[src/include/idas_pkg.sv]
// Constants, register map and types of the direction/acknowledge status block
//
// Contract
// - Direction flag 0 releases data pin
// - Direction flag 1 drives latch, after ninth fall; a master drives from its start condition
// - Stop, exit, disable, wait cancel, arbitration loss clear direction; the code clears it on a loss only while the loss flag is still clear
// - Master sending read bit clears direction
// - Master start or write bit sets direction
// - Slave start/write bit clears, read bit sets
// - Wait cancel at ninth clock releases pin
// - Data low at ninth rise sets acknowledge
// - Stop, next first clock, exit, disable clear acknowledge
// - Exit bit 6, enable bit 7 of control
// - Arbitration loss sets flag, clears master status
package idas_pkg;

   localparam int unsigned ADDR_W = 8;
   localparam int unsigned DATA_W = 32;

   // Register byte offsets on the APB side
   localparam logic [7:0] CTRL_OFF = 8'h00;
   localparam logic [7:0] STAT_OFF = 8'h04;
   localparam logic [7:0] IRQ_STAT_OFF = 8'h08;
   localparam logic [7:0] IRQ_CLR_OFF = 8'h0c;
   localparam logic [7:0] IRQ_EN_OFF = 8'h10;

   // Interface control register fields
   localparam int unsigned CTRL_ENABLE_BIT = 7;
   localparam int unsigned CTRL_EXIT_BIT = 6;
   localparam int unsigned CTRL_WAIT_CANCEL_BIT = 5;

   // Bus status flag fields
   localparam int unsigned STAT_MASTER_BIT = 7;
   localparam int unsigned STAT_ARB_LOSS_BIT = 6;
   localparam int unsigned STAT_DIR_BIT = 3;
   localparam int unsigned STAT_ACK_BIT = 2;

   // Interrupt event bits
   localparam int unsigned EV_W = 4;
   localparam int unsigned EV_ACK = 0;
   localparam int unsigned EV_NINTH = 1;
   localparam int unsigned EV_ARB_LOSS = 2;
   localparam int unsigned EV_STOP = 3;

   // Reset values
   localparam logic [7:0] CTRL_RESET = 8'h00;
   localparam logic [EV_W-1:0] IRQ_RESET = 4'h0;

   // Serial clock counts within a byte
   localparam logic [3:0] CNT_RESET = 4'h0;
   localparam logic [3:0] DIR_BIT_CLK = 4'h8;
   localparam logic [3:0] ACK_CLK = 4'h9;
   localparam logic [3:0] FIRST_CLK = 4'h1;

   typedef enum logic [1:0] {
      IDAS_IDLE = 2'b00,
      IDAS_FIRST = 2'b01,
      IDAS_DATA = 2'b10
   } idas_phase_e;

endpackage

[src/verilog/idas_bit_counter.sv]
// Serial clock counter: byte phase, ninth clock and direction bit strobes
`timescale 1ns/1ps
`default_nettype none
module idas_bit_counter
   import idas_pkg::*;
(
   input wire logic sys_clk,
   input wire logic reset,
   input wire logic enable,
   input wire logic start_event,
   input wire logic stop_event,
   input wire logic scl_rise,
   input wire logic scl_fall,
   output logic dir_bit_strobe,
   output logic ninth_rise,
   output logic ninth_fall,
   output logic first_clk_rise,
   output logic ack_slot
);
   idas_phase_e phase;
   idas_phase_e next_phase;
   logic [3:0] cnt;
   logic [3:0] next_cnt;
   logic next_ack_slot;

   wire in_byte = (phase != IDAS_IDLE);
   wire cnt_at_ack = (cnt == ACK_CLK);

   assign dir_bit_strobe = scl_rise && (phase == IDAS_FIRST) &&
      (cnt == DIR_BIT_CLK - 4'h1);
   assign ninth_rise = scl_rise && in_byte && (cnt == DIR_BIT_CLK);
   assign ninth_fall = scl_fall && in_byte && cnt_at_ack;
   assign first_clk_rise = scl_rise && in_byte && cnt_at_ack;

   always_comb begin
      next_phase = phase;
      next_cnt = cnt;
      next_ack_slot = ack_slot;
      if (!enable || stop_event) begin
         next_phase = IDAS_IDLE;
         next_cnt = CNT_RESET;
         next_ack_slot = 1'b0;
      end else if (start_event) begin
         next_phase = IDAS_FIRST;
         next_cnt = CNT_RESET;
         next_ack_slot = 1'b0;
      end else begin
         case (phase)
            IDAS_IDLE: begin
               next_cnt = CNT_RESET;
            end
            IDAS_FIRST, IDAS_DATA: begin
               if (first_clk_rise) begin
                  next_cnt = FIRST_CLK;
                  next_phase = IDAS_DATA;
               end else if (scl_rise) begin
                  next_cnt = cnt + 4'h1;
               end
               // Acknowledge slot spans eighth fall to ninth fall
               if (scl_fall && cnt == DIR_BIT_CLK) begin
                  next_ack_slot = 1'b1;
               end else if (ninth_fall) begin
                  next_ack_slot = 1'b0;
               end
            end
            default: begin
               next_phase = IDAS_IDLE;
            end
         endcase
      end
   end

   always_ff @(posedge sys_clk or posedge reset) begin
      if (reset) begin
         phase <= IDAS_IDLE;
         cnt <= CNT_RESET;
         ack_slot <= 1'b0;
      end else begin
         phase <= next_phase;
         cnt <= next_cnt;
         ack_slot <= next_ack_slot;
      end
   end
endmodule
`default_nettype wire

[src/verilog/idas_status.sv]
// Direction and acknowledge status logic with APB registers and interrupt
//
// Added by the designer: the address map and the APB register port.
`timescale 1ns/1ps
`default_nettype none
module idas_status
   import idas_pkg::*;
(
   input wire logic sys_clk,
   input wire logic reset,
   // APB slave
   input wire logic psel,
   input wire logic penable,
   input wire logic pwrite,
   input wire logic [ADDR_W-1:0] paddr,
   input wire logic [DATA_W-1:0] pwdata,
   output logic [DATA_W-1:0] prdata,
   output logic pready,
   output logic pslverr,
   // Serial bus pins
   input wire logic serial_clock_pin,
   input wire logic serial_data_pin_in,
   output logic serial_data_pin_out,
   output logic serial_data_pin_oe,
   // Neighbouring interface logic, same clock
   input wire logic shift_out_latch,
   input wire logic start_generated,
   input wire logic start_detected,
   input wire logic stop_detected,
   input wire logic arbitration_lost,
   // Status mirrors and interrupt
   output logic interface_enable,
   output logic direction_flag,
   output logic ack_detected_flag,
   output logic irq
);
   // Control and flag state
   logic enable_q;
   logic master_comm_status;
   logic arbitration_loss_flag;
   logic drive_ok;
   logic [EV_W-1:0] irq_status;
   logic [EV_W-1:0] irq_enable;

   // Synchronised pins
   logic scl_level;
   logic scl_rise;
   logic scl_fall;
   logic sda_level;
   logic sda_rise;
   logic sda_fall;

   // Byte position strobes
   logic dir_bit_strobe;
   logic ninth_rise;
   logic ninth_fall;
   logic first_clk_rise;
   logic ack_slot;

   // Next values
   logic next_direction_flag;
   logic next_ack_detected_flag;
   logic next_master_comm_status;
   logic next_arbitration_loss_flag;
   logic next_drive_ok;
   logic [DATA_W-1:0] next_prdata;

   idas_sync_edge u_scl_sync (
      .sys_clk(sys_clk),
      .reset(reset),
      .pin(serial_clock_pin),
      .level(scl_level),
      .rise(scl_rise),
      .fall(scl_fall)
   );

   idas_sync_edge u_sda_sync (
      .sys_clk(sys_clk),
      .reset(reset),
      .pin(serial_data_pin_in),
      .level(sda_level),
      .rise(sda_rise),
      .fall(sda_fall)
   );

   idas_bit_counter u_bits (
      .sys_clk(sys_clk),
      .reset(reset),
      .enable(enable_q),
      .start_event(start_detected | start_generated),
      .stop_event(stop_detected),
      .scl_rise(scl_rise),
      .scl_fall(scl_fall),
      .dir_bit_strobe(dir_bit_strobe),
      .ninth_rise(ninth_rise),
      .ninth_fall(ninth_fall),
      .first_clk_rise(first_clk_rise),
      .ack_slot(ack_slot)
   );

   // APB decode
   wire setup_phase = psel & ~penable;
   wire access_done = psel & penable & pready;
   wire wr_done = access_done & pwrite;
   wire rd_done = access_done & ~pwrite;
   wire sel_ctrl = (paddr == CTRL_OFF);
   wire sel_stat = (paddr == STAT_OFF);
   wire sel_irq_stat = (paddr == IRQ_STAT_OFF);
   wire sel_irq_clr = (paddr == IRQ_CLR_OFF);
   wire sel_irq_en = (paddr == IRQ_EN_OFF);
   wire addr_hit = sel_ctrl | sel_stat | sel_irq_stat | sel_irq_clr |
      sel_irq_en;

   // Control register writes; exit and wait cancel are one-shot commands
   wire ctrl_wr = wr_done & sel_ctrl;
   wire exit_comm_request = ctrl_wr & pwdata[CTRL_EXIT_BIT];
   wire wait_cancel = ctrl_wr & pwdata[CTRL_WAIT_CANCEL_BIT];
   wire next_enable = ctrl_wr ? pwdata[CTRL_ENABLE_BIT] : enable_q;
   wire enable_fall = enable_q & ~next_enable;
   wire status_read = rd_done & sel_stat;
   // Taken from the flag's next value so direction drops with the flag,
   // not one cycle after it
   wire arb_loss_rise = next_arbitration_loss_flag & ~arbitration_loss_flag;

   // Events that end communication for every role
   wire common_clear = stop_detected | exit_comm_request | enable_fall |
      ~enable_q;

   // Direction flag
   always_comb begin
      next_direction_flag = direction_flag;
      if (common_clear || wait_cancel || arb_loss_rise) begin
         next_direction_flag = 1'b0;
      end else if (master_comm_status || start_generated) begin
         if (start_generated) begin
            next_direction_flag = 1'b1;
         end else if (dir_bit_strobe) begin
            // Read bit on the wire turns the master into a receiver
            next_direction_flag = ~sda_level;
         end
      end else begin
         if (start_detected) begin
            next_direction_flag = 1'b0;
         end else if (dir_bit_strobe) begin
            next_direction_flag = sda_level;
         end
      end
   end

   // Slave transmit waits for the ninth falling edge so the ack is not
   // overdriven; a master owns the line from its own start condition
   always_comb begin
      next_drive_ok = drive_ok;
      if (!next_direction_flag) begin
         next_drive_ok = 1'b0;
      end else if (start_generated || ninth_fall) begin
         next_drive_ok = 1'b1;
      end
   end

   // Acknowledge detection
   always_comb begin
      next_ack_detected_flag = ack_detected_flag;
      if (common_clear || first_clk_rise) begin
         next_ack_detected_flag = 1'b0;
      end else if (ninth_rise && !sda_level) begin
         next_ack_detected_flag = 1'b1;
      end
   end

   // Master status and arbitration loss
   always_comb begin
      next_master_comm_status = master_comm_status;
      if (common_clear || arbitration_lost) begin
         next_master_comm_status = 1'b0;
      end else if (start_generated) begin
         next_master_comm_status = 1'b1;
      end
   end

   // A loss that arrives with the status read is kept, not lost
   always_comb begin
      next_arbitration_loss_flag = arbitration_loss_flag;
      if (arbitration_lost && enable_q) begin
         next_arbitration_loss_flag = 1'b1;
      end else if (status_read || enable_fall || !enable_q) begin
         next_arbitration_loss_flag = 1'b0;
      end
   end

   // Interrupt events
   logic [EV_W-1:0] ev_set;
   assign ev_set[EV_ACK] = ninth_rise & ~sda_level & enable_q;
   assign ev_set[EV_NINTH] = ninth_fall;
   assign ev_set[EV_ARB_LOSS] = arbitration_lost & enable_q;
   assign ev_set[EV_STOP] = stop_detected & enable_q;
   wire [EV_W-1:0] ev_clr = (wr_done & sel_irq_clr) ?
      pwdata[EV_W-1:0] : IRQ_RESET;
   wire [EV_W-1:0] next_irq_status = ev_set | (irq_status & ~ev_clr);
   wire [EV_W-1:0] next_irq_enable = (wr_done & sel_irq_en) ?
      pwdata[EV_W-1:0] : irq_enable;

   // Read data, captured in the setup cycle
   wire [7:0] stat_byte = {master_comm_status, arbitration_loss_flag, 2'b00,
      direction_flag, ack_detected_flag, 2'b00};
   wire [7:0] ctrl_byte = {enable_q, 7'h00};
   always_comb begin
      next_prdata = '0;
      if (sel_ctrl) begin
         next_prdata = {24'h000000, ctrl_byte};
      end else if (sel_stat) begin
         next_prdata = {24'h000000, stat_byte};
      end else if (sel_irq_stat) begin
         next_prdata = {{(DATA_W-EV_W){1'b0}}, irq_status};
      end else if (sel_irq_en) begin
         next_prdata = {{(DATA_W-EV_W){1'b0}}, irq_enable};
      end
   end

   // Bus handshake: no wait state, answer in the first access cycle
   always_ff @(posedge sys_clk or posedge reset) begin
      if (reset) begin
         pready <= 1'b0;
         pslverr <= 1'b0;
         prdata <= '0;
      end else begin
         pready <= setup_phase;
         pslverr <= setup_phase & ~addr_hit;
         prdata <= setup_phase ? next_prdata : prdata;
      end
   end

   always_ff @(posedge sys_clk or posedge reset) begin
      if (reset) begin
         enable_q <= CTRL_RESET[CTRL_ENABLE_BIT];
         direction_flag <= 1'b0;
         ack_detected_flag <= 1'b0;
         master_comm_status <= 1'b0;
         arbitration_loss_flag <= 1'b0;
         drive_ok <= 1'b0;
      end else begin
         enable_q <= next_enable;
         direction_flag <= next_direction_flag;
         ack_detected_flag <= next_ack_detected_flag;
         master_comm_status <= next_master_comm_status;
         arbitration_loss_flag <= next_arbitration_loss_flag;
         drive_ok <= next_drive_ok;
      end
   end

   always_ff @(posedge sys_clk or posedge reset) begin
      if (reset) begin
         irq_status <= IRQ_RESET;
         irq_enable <= IRQ_RESET;
         irq <= 1'b0;
      end else begin
         irq_status <= next_irq_status;
         irq_enable <= next_irq_enable;
         irq <= |(next_irq_status & next_irq_enable);
      end
   end

   // Pin driver: released outside transmit and during the ack slot
   wire drive_now = next_drive_ok & next_direction_flag & ~ack_slot;
   always_ff @(posedge sys_clk or posedge reset) begin
      if (reset) begin
         serial_data_pin_out <= 1'b1;
         serial_data_pin_oe <= 1'b0;
         interface_enable <= 1'b0;
      end else begin
         serial_data_pin_out <= shift_out_latch;
         serial_data_pin_oe <= drive_now;
         interface_enable <= next_enable;
      end
   end

   // Level of the clock pin and data edges stay unused here
   wire unused_ok = &{1'b0, scl_level, sda_rise, sda_fall};
endmodule
`default_nettype wire

[src/verilog/idas_sync_edge.sv]
// Two-flop synchroniser with edge detection for one pin
`timescale 1ns/1ps
`default_nettype none
module idas_sync_edge
   import idas_pkg::*;
(
   input wire logic sys_clk,
   input wire logic reset,
   input wire logic pin,
   output logic level,
   output logic rise,
   output logic fall
);
   logic meta;
   logic sync;
   logic prev;

   // Pins idle high on this bus, so reset to 1 to avoid a false edge
   always_ff @(posedge sys_clk or posedge reset) begin
      if (reset) begin
         meta <= 1'b1;
         sync <= 1'b1;
         prev <= 1'b1;
      end else begin
         meta <= pin;
         sync <= meta;
         prev <= sync;
      end
   end

   assign level = sync;
   assign rise = sync & ~prev;
   assign fall = ~sync & prev;
endmodule
`default_nettype wire
[config.mk]
export PLATFORM = sky130hd
export DESIGN_NAME = idas_status
export DESIGN_NICKNAME = d
export VERILOG_FILES = /design/src/include/idas_pkg.sv /design/src/verilog/idas_bit_counter.sv /design/src/verilog/idas_status.sv /design/src/verilog/idas_sync_edge.sv
export SDC_FILE = /design/constraint.sdc
export NUM_CORES = 1
export LEC_CHECK = 0
export BUFFER_PORTS_ARGS = -buffer_cell sky130_fd_sc_hd__buf_2
export CORE_ASPECT_RATIO = 1.75
export CORE_MARGIN = 10
export CORE_UTILIZATION = 48
export DETAILED_ROUTE_END_ITERATION = 6
export PLACE_DENSITY = 0.87
export SETUP_SLACK_MARGIN = 0.4
export SYNTH_ARGS = -nofsm -noshare
export SYNTH_HDL_FRONTEND = slang
export SYNTH_HIERARCHICAL = 1
export SYNTH_SLANG_ARGS = --single-unit
export TNS_END_PERCENT = 30
[constraint.sdc]
create_clock -name sys_clk -period 2.5 [get_ports sys_clk]
set_input_delay 0.625 -clock sys_clk [delete_from_list [all_inputs] [get_ports sys_clk]]
set_output_delay 0.625 -clock sys_clk [all_outputs]
set_load 0.005 [all_outputs]
==> run summary <==
Status -> completed
Clk Latency, worst-skew pair -> 0.29 ns
Core Region -> 4360 um2
Critical R2R Launch -> u_bits/cnt[1]
CP Class -> in -> reg
Synth Instances -> 214
VDD IR max -> 0.000375 V
Reg area -> 933 um2
Max_cap viols -> 0
Critical path startpoint category -> input pin
Post-Syn Area -> 2140 um2
Fill count -> 399
Nets@finish -> 325
Leakage -> 1.20 nW
Number of buffers added on ports -> 40
Syn_area_per_cell -> 10.0 um2
Cell Pwr Density -> 483 nW/um2
Commonest non-fill, non-tap cell in the layout -> buf_2
Row count -> 32
Fmax -> 0.434 GHz
Setup TNS -> 0 ns
Vias in the first global route -> 1859
Worst Reg-to-Reg Cells -> 8
RSZ-0062 raised after global routing -> yes
Hold Crit Class -> in -> async
Min Clock Period, post-route -> 2.30 ns
Multi-input gate area -> 1040 um2
Hpwl dp -> 4360 um
R2R setup slack -> 0.43 ns
Detailed Route WL -> 5380 um
Synthesis-to-layout area growth -> 15.2%
Chip Height -> 108 um
CP startpoint -> paddr[1]
Clock tree from TritonCTS -> built
Clock Pin Slew Worst Setup and Hold Paths -> 0.08 ns
# placed instances -> 310
GRT Overall Usage -> 13.8%
Non-filler instance count after layout -> 319
Drt initial violations -> 59
Final setup margin -> 0.197 ns
Post-route antenna net violation count -> 0
Inserted Diodes -> 0
Setup violators final -> 0
Tcrit/Tclk final -> 92.1%
Grt total ovfl -> 0
Initial Utilization -> 49.1%
Slew Viols, Final -> 0
Initial antenna violation count -> 0
Critical Path RT -> 2.66 ns
Ratio of cells with drive above 1 in the final layout -> 31.7%
H-tree levels -> 2
Global-route wire length before repair -> 8630 um
DR pass1 iterations -> 4
Root buffer cell -> clkbuf_8
Critical R2R Capture -> irq
Worst-Margin Slew -> 0.660 ns
Num CTS Buffers -> 5
Die area -> 7640 um2
Max clock buf depth -> 2
Endpoint type of the worst setup path -> register
Most frequent cells in the layout -> buf_2, dfrtp_1, conb_1, inv_1, nor2_1
Final Hold Viols -> 0
Crit Path Max Fanout -> 3
I/O pins -> 92
Placer congestion estimate -> 0.913
Clk sinks -> 37
Hold WS -> 0.290 ns
Die Wd -> 70.5 um
Residual DRC -> 0
Pin count of the biggest net entering global routing -> 26
YS warnings -> 6
Dpl ws -> -0.230 ns
CTS Hold Buffers Added -> 0
Routed WL per cell -> 16.8 um
Via density -> 5.44
Worst endpoint data arrival time -> 2.46 ns
Vias -> 1734
Final clock skew -> 0.0155 ns
Slew headroom -> 55.9%
through the flow:
step | utilization, % | power, mW | instance area [um2]
2_1_floorplan | - | 0.736 | 2230
3_3_place_gp | 54.1 | 0.765 | 2360
3_5_place_dp | 54.1 | 0.769 | 2360
4_1_cts | 56.5 | 1.20 | 2470
5_1_grt | 56.5 | 1.24 | 2470
6_report | 56.5 | 1.19 | 2470
worst max path at each step:
| stage | endpoint | slack [ns] | depth (start not counted) |
|---|---|---|---|
| global route | irq | 0.12 | 7 |
| global placement | irq | -0.22 | 6 |
| detailed placement | irq | -0.23 | 6 |
| CTS | irq | 0.20 | 7 |
| floorplan | irq | 0.03 | 5 |
| finish | irq | 0.20 | 6 |
state kept, by name, indices dropped and copies added (netlist names), 2 cells and up:
signal and cells:
irq_enable 4, irq_status 4, prdata 6, u_bits/cnt 4
u_bits/phase 2
layout make-up:
class                           instances  area share (%)
Sequential cell                        37            37.8
Tap cell                               51            2.59
Clock inverter                          1           0.304
Inverter                               15            2.28
Timing Repair Buffer                   51            11.5
Clock buffer                            7            3.50
Multi-Input combinational cell        157            42.0
metal layers:
metal	vias up	share of wire, %	global-route usage (%)
met5	-	0	0
met1	830	33	12.3
met4	0	5.0	10.1
met2	64	56	26.2
met3	26	6.3	3.12
li1	814	-	-
power by group:
group | total, mW | switching [mW] | leakage [nW] | internal, mW
registers | 0.624 | 0.00852 | 0.463 | 0.615
clock network | 0.429 | 0.205 | 0.0445 | 0.224
logic | 0.137 | 0.0844 | 0.695 | 0.0529
total | 1.19 | 0.298 | 1.20 | 0.892
worst max-delay path: stages:
cell	delay (ns)
buf_2	0.10
or4_4	0.57
nor4_4	0.23
buf_4	0.18
mux2_2	0.34
a2111o_1	0.41
what timing repair did:
item                       4_1_cts  5_1_grt
setup buffers                    1        0
resized for setup                1        0
pin swaps                        1        0
setup endpoints to repair        1        1
No activity file was read; power rests on OpenSTA's default activity.
